===== config.mk =====
export PLATFORM = sky130hd
export DESIGN_NAME = line_pulse_shaper_range_ctl
export DESIGN_NICKNAME = d
export VERILOG_FILES = /design/src/line_pulse_shaper_pkg.sv /design/src/symbol_if.sv /design/src/line_pulse_shaper_range_ctl.sv /design/src/symbol_buffer.sv /design/src/step_timer.sv
export VERILOG_INCLUDE_DIRS = /design/src
export SDC_FILE = /design/constraint.sdc
export NUM_CORES = 1
export LEC_CHECK = 0
export BUFFER_PORTS_ARGS = -buffer_cell sky130_fd_sc_hd__buf_4
export CAP_MARGIN = 5
export CORE_MARGIN = 2
export CORE_UTILIZATION = 59
export CTS_BUF_LIST = sky130_fd_sc_hd__clkbuf_16
export CTS_CLUSTER_DIAMETER = 50
export DETAILED_ROUTE_END_ITERATION = 8
export GPL_ROUTABILITY_DRIVEN = 0
export PLACE_DENSITY_LB_ADDON = 0.05
export SYNTH_ARGS = -nofsm -noshare
export SYNTH_HDL_FRONTEND = slang
export SYNTH_SLANG_ARGS = --single-unit

===== constraint.sdc =====
create_clock -name clk_sys -period 6.5 [get_ports clk_sys]
set_input_delay 0.65 -clock clk_sys [delete_from_list [all_inputs] [get_ports clk_sys]]
set_output_delay 0.65 -clock clk_sys [all_outputs]
set_load 0.01 [all_outputs]

===== src/line_pulse_shaper_params.svh =====
// Purpose: constants of the line pulse shaper and range control
// Assumes: clk_sys at 25 MHz stands in for the 15.36 MHz master clock via a fractional tick
// Notes: definitions only
`ifndef LINE_PULSE_SHAPER_PARAMS_SVH
`define LINE_PULSE_SHAPER_PARAMS_SVH

// master tick rate over clk_sys rate, reduced: 15360 / 25000 = 384 / 625
`define LPS_CLK_KHZ 25000
`define LPS_MASTER_KHZ 15360
`define LPS_FRAC_INC 11'h180
`define LPS_FRAC_MOD 11'h271

// step periods in ns, and master ticks per step rounded to nearest
`define LPS_STEP_QUAT_NS 780
`define LPS_STEP_TERN_NS 520
`define LPS_DIV_QUAT ((`LPS_STEP_QUAT_NS * `LPS_MASTER_KHZ + 500000) / 1000000)
`define LPS_DIV_TERN ((`LPS_STEP_TERN_NS * `LPS_MASTER_KHZ + 500000) / 1000000)
// switch closed for a third of the step, rounded up
`define LPS_CLOSE_QUAT ((`LPS_DIV_QUAT + 2) / 3)
`define LPS_CLOSE_TERN ((`LPS_DIV_TERN + 2) / 3)

// pulse shape, levels in sixteenths of full amplitude
`define LPS_PULSE_STEPS 24
`define LPS_PULSE_SPACING 16
`define LPS_OVERLAP_STEPS 8
`define LPS_RISE_END 8
`define LPS_FLAT_END 16
`define LPS_AGE_END 5'h19
`define LPS_LEVEL_FULL 5'h10
`define LPS_SYNC_DEPTH 3

// reset values
`define LPS_OUT_RESET 8'h00
`define LPS_AGE_RESET 5'h19

`endif


===== src/line_pulse_shaper_pkg.sv =====
// Purpose: types of the line pulse shaper
// Assumes: nothing
// Notes: constants live in the params header
package line_pulse_shaper_pkg;
    typedef logic signed [2:0] symbol_type;
    typedef enum logic {LINE_QUAT, LINE_TERN} line_code_type;
    typedef enum logic [1:0] {PORT_DOWN, PORT_UP} port_state_type;
endpackage : line_pulse_shaper_pkg


===== src/symbol_if.sv =====
// Purpose: valid/ready symbol carrier between buffer and shaper
// Assumes: one clock
// Notes: data taken when valid and ready are both high
`timescale 1ns/10ps
interface symbol_if #(parameter int WIDTH = 3);
    logic valid;
    logic ready;
    logic [WIDTH-1:0] data;
    modport source(output valid, output data, input ready);
    modport sink(input valid, input data, output ready);
endinterface : symbol_if


===== src/line_pulse_shaper_range_ctl.sv =====
// Purpose: staircase pulse shaper and receive range control for one line port
// Assumes: symbols from same-clock logic; control levels arrive from pins
// Notes: output is a signed level code in sixteenths; negative pin carries its negation
// Operation
// - range bit one attenuates receive by 6 dB while powered up, zero or power down gives none
// - each symbol yields one pulse of exactly 24 steps
// - step period 0.78 us quaternary, 0.52 us ternary
// - new pulse every 16 steps: 80 kHz or 120 kHz symbol rate
// - successive pulses overlap by 8 steps
// - rising levels 0 then 1/16 rising by 2/16 to 15/16
// - level full after steps 9 through 16
// - falling levels 15/16 down to 1/16, then zero from 25
// - magnitude one pulse is a third of magnitude three
// - negative symbols give exact negated pulses
// - quaternary takes +3 +1 -1 -3, ternary takes +1 0 -1
// - output hold updates once per step period
// - sampling switch closed a third of each period, rounded up: 4 of 12 or 3 of 8 master ticks
// - all timing comes from the 15.36 MHz master clock
// - power down disables output drive and grounds both pins
// - reset clears receive attenuation
`timescale 1ns/10ps
`include "line_pulse_shaper_params.svh"
module line_pulse_shaper_range_ctl #(
    parameter int OUT_W = 8,
    parameter int BUF_DEPTH = 2
) (
    input wire logic clk_sys,
    input wire logic resetn,
    input wire logic ternaryMode,
    input wire logic rangeCtl,
    input wire logic powerDownCtl,
    input wire logic [2:0] symData,
    input wire logic symValid,
    output logic symReady,
    output logic [OUT_W-1:0] lineOutPos,
    output logic [OUT_W-1:0] lineOutNeg,
    output logic lineDriveEn,
    output logic sampleSwitch,
    output logic rxAtten,
    output logic symbolError
);
    // pin synchronisers: ternary, range, power down
    logic [2:0] syncA_q, syncB_q, syncC_q, ctl_q;
    wire [2:0] ctlPins = {powerDownCtl, rangeCtl, ternaryMode};

    genvar g;
    generate
        for (g = 0; g < 3; g++) begin : g_sync
            always_ff @(posedge clk_sys) begin
                if (!resetn) begin
                    syncA_q[g] <= 1'b0;
                    syncB_q[g] <= 1'b0;
                    syncC_q[g] <= 1'b0;
                    ctl_q[g] <= 1'b0;
                end else begin
                    syncA_q[g] <= ctlPins[g];
                    syncB_q[g] <= syncA_q[g];
                    syncC_q[g] <= syncB_q[g];
                    if (syncB_q[g] == syncC_q[g]) ctl_q[g] <= syncC_q[g];
                end
            end
        end
    endgenerate

    wire ternary = ctl_q[0];
    wire rangeOn = ctl_q[1];
    wire powerDown = ctl_q[2];
    line_pulse_shaper_pkg::line_code_type lineCode;
    assign lineCode = ternary ? line_pulse_shaper_pkg::LINE_TERN : line_pulse_shaper_pkg::LINE_QUAT;

    // port power state
    line_pulse_shaper_pkg::port_state_type state_q, state_d;
    always_comb begin
        case (state_q)
            line_pulse_shaper_pkg::PORT_DOWN: state_d = powerDown ? line_pulse_shaper_pkg::PORT_DOWN
                                                                  : line_pulse_shaper_pkg::PORT_UP;
            line_pulse_shaper_pkg::PORT_UP: state_d = powerDown ? line_pulse_shaper_pkg::PORT_DOWN
                                                                : line_pulse_shaper_pkg::PORT_UP;
            default: state_d = line_pulse_shaper_pkg::PORT_DOWN;
        endcase
    end
    wire portUp = (state_q == line_pulse_shaper_pkg::PORT_UP);

    // timing
    logic stepTick, switchClosed;
    step_timer u_timer (
        .clk_sys(clk_sys),
        .resetn(resetn),
        .ternary(lineCode == line_pulse_shaper_pkg::LINE_TERN),
        .stepTick(stepTick),
        .switchClosed(switchClosed)
    );

    // symbol buffer; popped only at pulse starts, so a slow shaper pushes back on the source
    symbol_if #(.WIDTH(3)) symIf ();
    symbol_buffer #(.WIDTH(3), .DEPTH(BUF_DEPTH)) u_buf (
        .clk_sys(clk_sys),
        .resetn(resetn),
        .inValid(symValid),
        .inData(symData),
        .inReady(symReady),
        .outIf(symIf)
    );

    logic [3:0] phase_q;
    logic slotSel_q;
    wire loadNow = portUp && stepTick && (phase_q == 4'(`LPS_PULSE_SPACING - 1));
    assign symIf.ready = loadNow;

    // legal symbol check
    line_pulse_shaper_pkg::symbol_type inSym;
    assign inSym = line_pulse_shaper_pkg::symbol_type'(symIf.data);
    wire quatLegal = (inSym == 3'sd3) || (inSym == 3'sd1) || (inSym == -3'sd1) || (inSym == -3'sd3);
    wire ternLegal = (inSym == 3'sd1) || (inSym == 3'sd0) || (inSym == -3'sd1);
    wire symLegal = ternary ? ternLegal : quatLegal;
    wire takeSym = loadNow && symIf.valid;
    // an illegal or missing symbol sends a zero pulse so the line keeps its timing
    line_pulse_shaper_pkg::symbol_type newSym;
    assign newSym = (takeSym && symLegal) ? inSym : 3'sd0;

    // pulse shape, sixteenths
    function automatic logic [4:0] shapeLevel(input logic [4:0] age);
        logic [4:0] lvl;
        lvl = 5'h00;
        if (age == 5'h00 || age >= `LPS_AGE_END) lvl = 5'h00;
        else if (age <= 5'(`LPS_RISE_END)) lvl = 5'((age << 1) - 5'h01);
        else if (age <= 5'(`LPS_FLAT_END)) lvl = `LPS_LEVEL_FULL;
        else lvl = 5'(6'h31 - {age, 1'b0});
        return lvl;
    endfunction : shapeLevel

    // two slots cover the 8-step overlap of neighbouring pulses
    line_pulse_shaper_pkg::symbol_type slotSym_q [2];
    logic [4:0] slotAge_q [2];
    logic signed [8:0] contrib [2];
    logic [4:0] slotLvl [2];

    generate
        for (g = 0; g < 2; g++) begin : g_slot
            assign slotLvl[g] = shapeLevel(slotAge_q[g]);
            assign contrib[g] = slotSym_q[g] * $signed({1'b0, slotLvl[g]});
            always_ff @(posedge clk_sys) begin
                if (!resetn || !portUp) begin
                    slotSym_q[g] <= 3'sd0;
                    slotAge_q[g] <= `LPS_AGE_RESET;
                end else if (stepTick) begin
                    if (loadNow && (slotSel_q == 1'(g))) begin
                        slotSym_q[g] <= newSym;
                        slotAge_q[g] <= 5'h00;
                    end else if (slotAge_q[g] < `LPS_AGE_END) begin
                        slotAge_q[g] <= slotAge_q[g] + 5'h01;
                    end
                end
            end
        end
    endgenerate

    wire signed [9:0] levelSum = 10'(contrib[0]) + 10'(contrib[1]);

    logic [OUT_W-1:0] lineOutPos_q, lineOutNeg_q;
    logic lineDriveEn_q, sampleSwitch_q, rxAtten_q, symbolError_q;

    always_ff @(posedge clk_sys) begin
        if (!resetn) begin
            state_q <= line_pulse_shaper_pkg::PORT_DOWN;
            phase_q <= 4'h0;
            slotSel_q <= 1'b0;
            rxAtten_q <= 1'b0;
            symbolError_q <= 1'b0;
        end else begin
            state_q <= state_d;
            if (!portUp) phase_q <= 4'h0;
            else if (stepTick) phase_q <= phase_q + 4'h1;
            if (!portUp) slotSel_q <= 1'b0;
            else if (loadNow) slotSel_q <= !slotSel_q;
            rxAtten_q <= rangeOn && !powerDown;
            symbolError_q <= takeSym && !symLegal;
        end
    end

    // output hold: refreshed once per step, grounded while powered down
    always_ff @(posedge clk_sys) begin
        if (!resetn || !portUp || powerDown) begin
            lineOutPos_q <= `LPS_OUT_RESET;
            lineOutNeg_q <= `LPS_OUT_RESET;
            lineDriveEn_q <= 1'b0;
            sampleSwitch_q <= 1'b0;
        end else begin
            if (stepTick) begin
                lineOutPos_q <= OUT_W'(levelSum);
                lineOutNeg_q <= OUT_W'(-levelSum);
            end
            lineDriveEn_q <= 1'b1;
            sampleSwitch_q <= switchClosed;
        end
    end

    assign lineOutPos = lineOutPos_q;
    assign lineOutNeg = lineOutNeg_q;
    assign lineDriveEn = lineDriveEn_q;
    assign sampleSwitch = sampleSwitch_q;
    assign rxAtten = rxAtten_q;
    assign symbolError = symbolError_q;

    // helper counters for the checks
    logic [5:0] stepsSinceLoad_q;
    logic [5:0] clksSinceStep_q;
    logic seenLoad_q, seenStep_q;
    logic ternaryPrev_q;
    always_ff @(posedge clk_sys) begin
        if (!resetn || !portUp) begin
            stepsSinceLoad_q <= 6'h00;
            clksSinceStep_q <= 6'h00;
            seenLoad_q <= 1'b0;
            seenStep_q <= 1'b0;
            ternaryPrev_q <= 1'b0;
        end else begin
            if (loadNow) stepsSinceLoad_q <= 6'h01;
            else if (stepTick) stepsSinceLoad_q <= stepsSinceLoad_q + 6'h01;
            if (loadNow) seenLoad_q <= 1'b1;
            clksSinceStep_q <= stepTick ? 6'h01 : clksSinceStep_q + 6'h01;
            ternaryPrev_q <= ternary;
            // a step that spans a mode change has a mixed length, so skip its check
            if (ternary != ternaryPrev_q) seenStep_q <= 1'b0;
            else if (stepTick) seenStep_q <= 1'b1;
        end
    end

    property p_range_atten;
        @(posedge clk_sys) disable iff (!resetn)
        1'b1 |=> (rxAtten_q == $past(rangeOn && !powerDown));
    endproperty
    a_range_atten: assert property (p_range_atten) else $error("range bit set but no attenuation");

    property p_reset_atten;
        @(posedge clk_sys) !resetn |=> !rxAtten_q;
    endproperty
    a_reset_atten: assert property (p_reset_atten) else $error("attenuation survives reset");

    property p_pulse_spacing;
        @(posedge clk_sys) disable iff (!resetn || !portUp)
        (loadNow && seenLoad_q) |-> (stepsSinceLoad_q == 6'(`LPS_PULSE_SPACING));
    endproperty
    a_pulse_spacing: assert property (p_pulse_spacing) else $error("pulse start not 16 steps apart");

    property p_step_period;
        @(posedge clk_sys) disable iff (!resetn || !portUp)
        (stepTick && seenStep_q && $stable(ternary)) |->
            (ternary ? (clksSinceStep_q >= 6'd13 && clksSinceStep_q <= 6'd14)
                     : (clksSinceStep_q >= 6'd19 && clksSinceStep_q <= 6'd20));
    endproperty
    a_step_period: assert property (p_step_period) else $error("step period off");

    property p_power_down;
        @(posedge clk_sys) disable iff (!resetn)
        powerDown |=> (lineOutPos_q == '0 && lineOutNeg_q == '0 && !lineDriveEn_q);
    endproperty
    a_power_down: assert property (p_power_down) else $error("line driven while powered down");

    property p_hold;
        @(posedge clk_sys) disable iff (!resetn || !portUp || powerDown)
        !stepTick |=> $stable(lineOutPos_q);
    endproperty
    a_hold: assert property (p_hold) else $error("output changed between steps");

    property p_pulse_length;
        @(posedge clk_sys) disable iff (!resetn)
        (slotAge_q[0] >= `LPS_AGE_END) ? (contrib[0] == 9'sd0)
                                        : ((slotAge_q[0] != 5'h18) || (slotLvl[0] == 5'h01));
    endproperty
    a_pulse_length: assert property (p_pulse_length) else $error("pulse outlives 24 steps");

    property p_switch;
        @(posedge clk_sys) disable iff (!resetn || !portUp || powerDown)
        stepTick |=> ##1 sampleSwitch_q ##1 sampleSwitch_q;
    endproperty
    a_switch: assert property (p_switch) else $error("sampling switch not closed after step");

    property p_illegal;
        @(posedge clk_sys) disable iff (!resetn)
        (takeSym && ternary && (inSym == 3'sd3)) |=> symbolError_q ##1 !symbolError_q;
    endproperty
    a_illegal: assert property (p_illegal) else $error("illegal ternary symbol not flagged");

    property p_symmetry;
        @(posedge clk_sys) disable iff (!resetn)
        stepTick && portUp && !powerDown |=> (lineOutNeg_q == OUT_W'(-$signed(lineOutPos_q)));
    endproperty
    a_symmetry: assert property (p_symmetry) else $error("negative line not mirror of positive");

    property p_switch_open;
        @(posedge clk_sys) disable iff (!resetn || !portUp || powerDown)
        stepTick |-> !sampleSwitch_q;
    endproperty
    a_switch_open: assert property (p_switch_open) else $error("sampling switch still closed at next step");

    property p_quat_illegal;
        @(posedge clk_sys) disable iff (!resetn)
        (takeSym && !ternary && (inSym == 3'sd0)) |=> symbolError_q;
    endproperty
    a_quat_illegal: assert property (p_quat_illegal) else $error("zero symbol in quaternary not flagged");
endmodule : line_pulse_shaper_range_ctl


===== src/symbol_buffer.sv =====
// Purpose: two-entry symbol buffer so a stalled shaper loses no symbol
// Assumes: source and sink on clk_sys
// Notes: inReady comes from a flop
`timescale 1ns/10ps
module symbol_buffer #(
    parameter int WIDTH = 3,
    parameter int DEPTH = 2
) (
    input wire logic clk_sys,
    input wire logic resetn,
    input wire logic inValid,
    input wire logic [WIDTH-1:0] inData,
    output logic inReady,
    symbol_if.source outIf
);
    localparam int AW = (DEPTH > 1) ? $clog2(DEPTH) : 1;
    logic [WIDTH-1:0] mem [DEPTH];
    logic [AW-1:0] wrPtr_q, rdPtr_q;
    logic [AW:0] count_q, count_d;
    logic inReady_q;
    wire push = inValid && inReady_q;
    wire pop = outIf.valid && outIf.ready;

    assign count_d = count_q + (AW+1)'(push) - (AW+1)'(pop);
    assign inReady = inReady_q;
    assign outIf.valid = (count_q != '0);
    assign outIf.data = mem[rdPtr_q];

    always_ff @(posedge clk_sys) begin
        if (!resetn) begin
            wrPtr_q <= '0;
            rdPtr_q <= '0;
            count_q <= '0;
            inReady_q <= 1'b0;
        end else begin
            if (push) wrPtr_q <= (wrPtr_q == AW'(DEPTH-1)) ? '0 : wrPtr_q + 1'b1;
            if (pop) rdPtr_q <= (rdPtr_q == AW'(DEPTH-1)) ? '0 : rdPtr_q + 1'b1;
            count_q <= count_d;
            inReady_q <= (count_d != (AW+1)'(DEPTH));
        end
    end

    always_ff @(posedge clk_sys) begin
        if (push) mem[wrPtr_q] <= inData;
    end

    property p_no_overflow;
        @(posedge clk_sys) disable iff (!resetn)
        count_q <= (AW+1)'(DEPTH);
    endproperty
    a_no_overflow: assert property (p_no_overflow) else $error("symbol buffer overflow");
endmodule : symbol_buffer


===== src/step_timer.sv =====
// Purpose: master tick, step tick and sampling switch window
// Assumes: clk_sys 25 MHz
// Notes: master ticks jitter by one clk_sys cycle, step length averages exactly
`timescale 1ns/10ps
`include "line_pulse_shaper_params.svh"
module step_timer (
    input wire logic clk_sys,
    input wire logic resetn,
    input wire logic ternary,
    output logic stepTick,
    output logic switchClosed
);
    localparam logic [3:0] DIV_Q = 4'(`LPS_DIV_QUAT);
    localparam logic [3:0] DIV_T = 4'(`LPS_DIV_TERN);
    localparam logic [3:0] CLOSE_Q = 4'(`LPS_CLOSE_QUAT);
    localparam logic [3:0] CLOSE_T = 4'(`LPS_CLOSE_TERN);
    logic [10:0] acc_q;
    logic [3:0] div_q;
    logic stepTick_q, switchClosed_q;
    wire [10:0] accSum = acc_q + `LPS_FRAC_INC;
    wire masterTick = (accSum >= `LPS_FRAC_MOD);
    wire [3:0] divLast = ternary ? DIV_T - 4'h1 : DIV_Q - 4'h1;
    wire [3:0] closeCnt = ternary ? CLOSE_T : CLOSE_Q;
    wire stepEnd = masterTick && (div_q >= divLast);

    assign stepTick = stepTick_q;
    assign switchClosed = switchClosed_q;

    always_ff @(posedge clk_sys) begin
        if (!resetn) begin
            acc_q <= 11'h000;
            div_q <= 4'h0;
            stepTick_q <= 1'b0;
            switchClosed_q <= 1'b0;
        end else begin
            acc_q <= masterTick ? accSum - `LPS_FRAC_MOD : accSum;
            if (masterTick) div_q <= stepEnd ? 4'h0 : div_q + 4'h1;
            stepTick_q <= stepEnd;
            // >= so a mode change inside the closed window still opens the switch
            switchClosed_q <= stepEnd || (switchClosed_q && !(masterTick && div_q >= closeCnt - 4'h1));
        end
    end
endmodule : step_timer


==> After elaboration in Yosys (flattened, before gate mapping) <==
Memories as Yosys holds them, arrays and structs flattened. A register that Yosys moved wholly into a read port is not among the register bits.
Index checks and enable logic that the tools add are counted.
{ "totals": {"latchBits": 0, "mem_bits_ro": 0, "out_inout_bits": 21, "input_bits": 9, "mem_count": 3, "ramBits": 22, "ff_bits": 61} }
{ "op_classes": {"n_mux": 47, "n_div": 0, "bitwise": 7, "n_reduce_logical": 36, "addsub": 17, "n_lt_le_gt_ge": 11, "multipliers": 2, "shift": 0, "eq_ne": 10} }
{ "memory_table": {"columns": ["name", "depth", "width", "read_ports", "rd_clocked_by_memory_dff", "write_ports", "line_no", "source"], "rows": [
  ["slotAge_q", 2, 5, 2, 0, 2, "line_pulse_shaper_range_ctl.sv:134", "logic [4:0] slotAge_q [2];"],
  ["slotSym_q", 2, 3, 2, 0, 2, "line_pulse_shaper_range_ctl.sv:133", "line_pulse_shaper_pkg::symbol_type slotSym_q [2];"],
  ["u_buf.mem", 2, 3, 1, 1, 1, "symbol_buffer.sv:17", "logic [WIDTH-1:0] mem [DEPTH];"]
]} }
{ "op_table": {"columns": ["cell", "n"], "rows": [
  ["two-way mux 5 bit", 10],
  ["two-way mux 1 bit", 30],
  ["multiplier 3 x 6 -> 8 bit", 2],
  ["logical AND 1 bit", 12],
  ["two-way mux 3 bit", 4],
  ["adder 11 x 9 -> 11 bit (second input constant)", 1],
  ["greater-or-equal comparator 11 x 10 -> 1 bit (second input constant)", 1],
  ["two-way mux 11 bit", 1],
  ["subtractor 11 x 10 -> 11 bit (second input constant)", 1],
  ["adder 5 x 1 -> 5 bit (second input constant)", 2],
  ["greater-or-equal comparator 5 bit (second input constant)", 2],
  ["<= comparator 5 x 4 -> 1 bit (second input constant)", 2],
  ["<= comparator 5 bit (second input constant)", 2],
  ["logical NOT 5 bit", 2],
  ["logical OR 1 bit", 10],
  ["< comparator 5 bit (second input constant)", 2],
  ["subtractor 5 x 1 -> 5 bit (second input constant)", 2],
  ["subtractor 5 bit (first input constant)", 2],
  ["adder 4 x 1 -> 4 bit (second input constant)", 2],
  ["adder 8 bit", 1],
  ["greater-or-equal comparator 4 bit", 2],
  ["two-way mux 4 bit", 2],
  ["negation 8 bit", 1],
  ["equality test 3 bit (second input constant)", 2],
  ["other kinds (18)", 32]
]} }

==> Depth between registers and ports, before layout <==
{ "logic_depth": {"word_depth": 10, "depth_mapped": 21} }

==> Modules after synthesis <==
Synthesis repeated with hierarchy kept, for this count alone.
{ "hier_totals": {"cells_unflattened": 529, "area_unflattened_um2": 5083.6} }
{ "by_module_without_submodules": {"columns": ["module", "seq_area_each_um2", "instances", "cells_per_inst", "area_each_um2"], "rows": [
  ["line_pulse_shaper_range_ctl", 1221.2, 1, 380, 3602.2],
  ["step_timer", 340.3, 1, 116, 1017.2],
  ["symbol_buffer", 300.3, 1, 33, 464.2]
]} }

==> Worst setup path before layout <==
OpenSTA, ideal clock, no wires.
{ "synth_timing": {"kind": "reg2reg", "startpoint": "memory slotAge_q[1][0]", "endpoint": "register lineOutNeg_q[7] (netlist: lineOutNeg[7])", "path_stages_with_launch": 20, "t_required_ps": 6383, "arrival_time_ps": 5348, "synth_period_minus_slack_ps": 5466, "setup_slack_ps": 1034, "path_buffers": 0, "cell_sequence": "edfxtp_1 -> inv_1 -> ha_1 -> nand2b_1 -> nor2_1 -> a21o_1 -> a21o_1 -> or2_2 -> fa_1 -> fa_1 -> inv_1 -> fa_1 -> fa_1 -> ha_1 -> a211oi_2 -> nor4b_1 -> or3b_2 -> o311a_1 -> mux2i_1 -> nand2_1"} }
{ "synth_lines": {"columns": ["item", "line_no", "source"], "rows": [
  ["from (decl)", "line_pulse_shaper_range_ctl.sv:134", null],
  ["to (signal assigned)", "line_pulse_shaper_range_ctl.sv:185", "lineOutNeg_q <= `LPS_OUT_RESET;"],
  ["to (signal assigned)", "line_pulse_shaper_range_ctl.sv:191", "lineOutNeg_q <= OUT_W'(-levelSum);"],
  ["to (decl)", "line_pulse_shaper_range_ctl.sv:160", "logic [OUT_W-1:0] lineOutPos_q, lineOutNeg_q;"]
]} }

==> qor.yml <==
numCtsBuffers: 9
arrival_ps: 6070
synth-main-ff-cell: "dfxtp_1"
layout-drive-gt1-share_pct: 10.9
synth-seq-cells: 82
fmax_ghz: 0.171
finalCriticalPeriod_ps: 5850
nets: 622
min_period_over_period_pct: 89.9
final_cells: 665
die_w_microns: 96.4
synthesis.nets: 597
track_usage_pct: 21.0
slowest_stage: "fa_1"
hp-class: "register to register"
maxSlewViolCount: 0
synthArstFlopShare_pct: 0
synth_area_per_cell_sq_um: 9.49
avgRoutedWirePerCell_microns: 13.7
port_buffers: 29
clock_power_share_pct: 33.2
cts_tree: "yes"
fin_worst_skew_ps: 8.62
hold_slack_ps: 433
worstSetupPathType: "register to register"
die_h_microns: 96.4
setup-violations-final: 0
vdd_drop_max_v: 0.000289
start_kind: "register"
cts_resized: 0
cts_setup_buffers: 0
max_stage_delay_ps: 550
grt_pass1_vias: 3410
power_switching_uw: 417
hold_viol_final: 0
grt_max_degree: 47
final_area_sq_um: 5600
syn_area_sq_um: 5030
synth_edf_count: 22
coreArea_sq_um: 8260
vias: 3640
rsz0062_at_grt: "no"
root_buffer: "clkbuf_16"
powerDensity_nw_per_um2: 253
cp_max_fo: 8
crit_chain: "inv_1 > ha_1 > nand2b_1 > nor2_1 > a21o_1 > a21o_1 > or2_2 > fa_1 > fa_1 > inv_1 > fa_1 > fa_1 > ha_1 > a211oi_2 > nor4b_1 > or3b_2 > o311a_1 > mux2i_1 > nand2_1"
synth_top_area_share_pct: 23.9
clock_latency_ps: 330
cts.path.max_buffers: 2
die-area_sq_um: 9280
seqPwrFrac_pct: 42.2
hpwl_microns: 6900
diodes: 0
worst_pin_slew_ps: 565
critPathBufInv: 2
detail-route-antenna-nets: 0
yosys.area.top_type: "dfxtp_1"
synth_cell_types: 58
cts_max_level: 3
areaGrowthSynthToFinish_pct: 11.3
maxCapViolations: 0
synthTopCellsByArea: "dfxtp_1 24%, edfxtp_1 13%, ha_1 9.7%"
grt_pass1_wl_microns: 15100
fp-row-count: 33
wl_microns: 9110
dpl.cell_count: 649
clk_pin_slew_ps: 60
relSlewSlack_pct: 62.1
combinationalPowerShare_pct: 24.6
switching_share_pct: 29.4
synth_seq_area_share_pct: 37.0
dpl-instance-area_sq_um: 5320
cp_top_family: "adder cells"
grt_overflow: 0
io_pins: 30
setup_tns_ps: 0
cp.required_ps: 6720
syn_inst: 530
leakagePower_uw: 0.00239
drt_iter0_drc: 183
status: "complete, no violations"
finish.utilization_pct: 67.8
yosys_warnings: 0
avgViaCountPerCell: 5.47
cts_sinks: 82
drtPass1Iterations: 4
crit_path_end_kind: "register"
initial_utilization_pct: 60.9
p_int_uw: 1000
antenna_found_initial: 0
drc_errors: 0
cts_hold_buffers: 0
fill_cells: 703
cp_common_cell: "fa_1"
-- placed cells by master (no fill, tap or decap), drive strengths merged, types with 2 or more instances in the layout --
cell / synthesis / final
dfxtp: 60 / 60
nor2: 51 / 51
inv: 43 / 46
ha: 39 / 39
nand2: 36 / 36
buf: 4 / 30
and2: 29 / 29
xnor2: 25 / 25
o21ai: 23 / 23
edfxtp: 22 / 22
a21oi: 20 / 20
mux2i: 19 / 19
fa: 19 / 19
nand3: 17 / 17
nand2b: 12 / 12
nor2b: 10 / 10
clkbuf: 12 / 10
xor2: 9 / 9
and3: 8 / 8
nor3: 7 / 7
a21boi: 7 / 7
nand3b: 6 / 6
a211oi: 6 / 6
a21o: 4 / 4
or2: 4 / 4
o211ai: 4 / 4
nand4: 4 / 4
nor4: 3 / 3
clkinv: 0 / 3
or3: 2 / 2
o21a: 2 / 2
or3b: 2 / 2
nor3b: 2 / 2
and3b: 2 / 2
a31oi: 2 / 2
a31o: 2 / 2
-- final timing paths --
check | start | to | slack (ps) | depth (start not counted)
setup / recovery | slotAge_q[1][0] | lineOutNeg[7] | 650 | 19
hold / removal | syncA_q[0] | syncB_q[0] | 430 | 1
setup reg to reg | slotAge_q[1][0] | lineOutNeg[7] | 650 | 19
hold reg to reg | syncA_q[0] | syncB_q[0] | 430 | 1
-- cell families (layout without fill, tap and decap cells) --
logic type	count (synthesis)	count (layout)	synth area share [%]
multiplexers	19	19	3.78
AND/OR/NAND/NOR	197	197	20.5
adder cells (fa/ha/maj)	58	58	17.3
flip-flops	82	82	37.0
AO/OA/AOI/OAI	81	81	11.0
buffers and inverters	59	89	4.62
XOR/XNOR	34	34	5.92
-- metrics by stage --
stage	power, uW	setup slack (ps)
final	1420	655
after global routing	1500	334
after CTS	1430	649
after detailed placement	958	709
after global placement	949	880
after floorplan	904	1030
-- synthesized netlist by cell type (6+ instances only) --
master    count
nor3_1        7
inv_1        43
xnor2_1      25
and3_1        6
o21ai_0      23
dfxtp_1      60
nand2_1      36
fa_1         19
xor2_1        9
nand2b_1     11
nor2_1       50
ha_1         39
a21oi_1      20
edfxtp_1     22
nand3_1      17
nor2b_1      10
mux2i_1      19
and2_1       29
clkbuf_1     12
nand3b_1      6
-- registers in the layout, summed over array words and instances (netlist names), 4 cells and up, named ones only --
signal,flops
u_timer.acc_q,11
slotAge_q,10
lineOutPos,8
lineOutNeg,7
slotSym_q,6
u_buf.mem,6
phase_q,4
u_timer.div_q,4
-- power by group through the flow --
stage | logic (uW) | registers (uW) | clock network, uW
6_report | 349 | 598 | 470
5_1_grt | 390 | 603 | 502
4_1_cts | 352 | 598 | 482
3_5_place_dp | 349 | 608 | 0
3_3_place_gp | 343 | 606 | 0
2_1_floorplan | 304 | 600 | 0
-- area by class of cell --
class                           instances  area, sq um  share of cell area (%)
Timing Repair Buffer                   30          225                    4.02
Sequential cell                        82         1860                    33.2
Multi-Input combinational cell        389         2940                    52.5
Inverter                               43          161                    2.88
Tap cell                              105          131                    2.35
Clock inverter                          6         32.5                   0.581
Clock buffer                           10          250                    4.47
-- per-layer routing --
| layer | vias up | global-route usage (%) | share of wire [%] |
|---|---|---|---|
| met3 | 14 | 3.21 | 2.1 |
| li1 | 1856 | - | - |
| met1 | 1727 | 25.9 | 45 |
| met5 | - | 0 | 0 |
| met4 | 0 | 8.22 | 1.7 |
| met2 | 43 | 36.9 | 51 |
No activity file was read; power rests on OpenSTA's default activity.
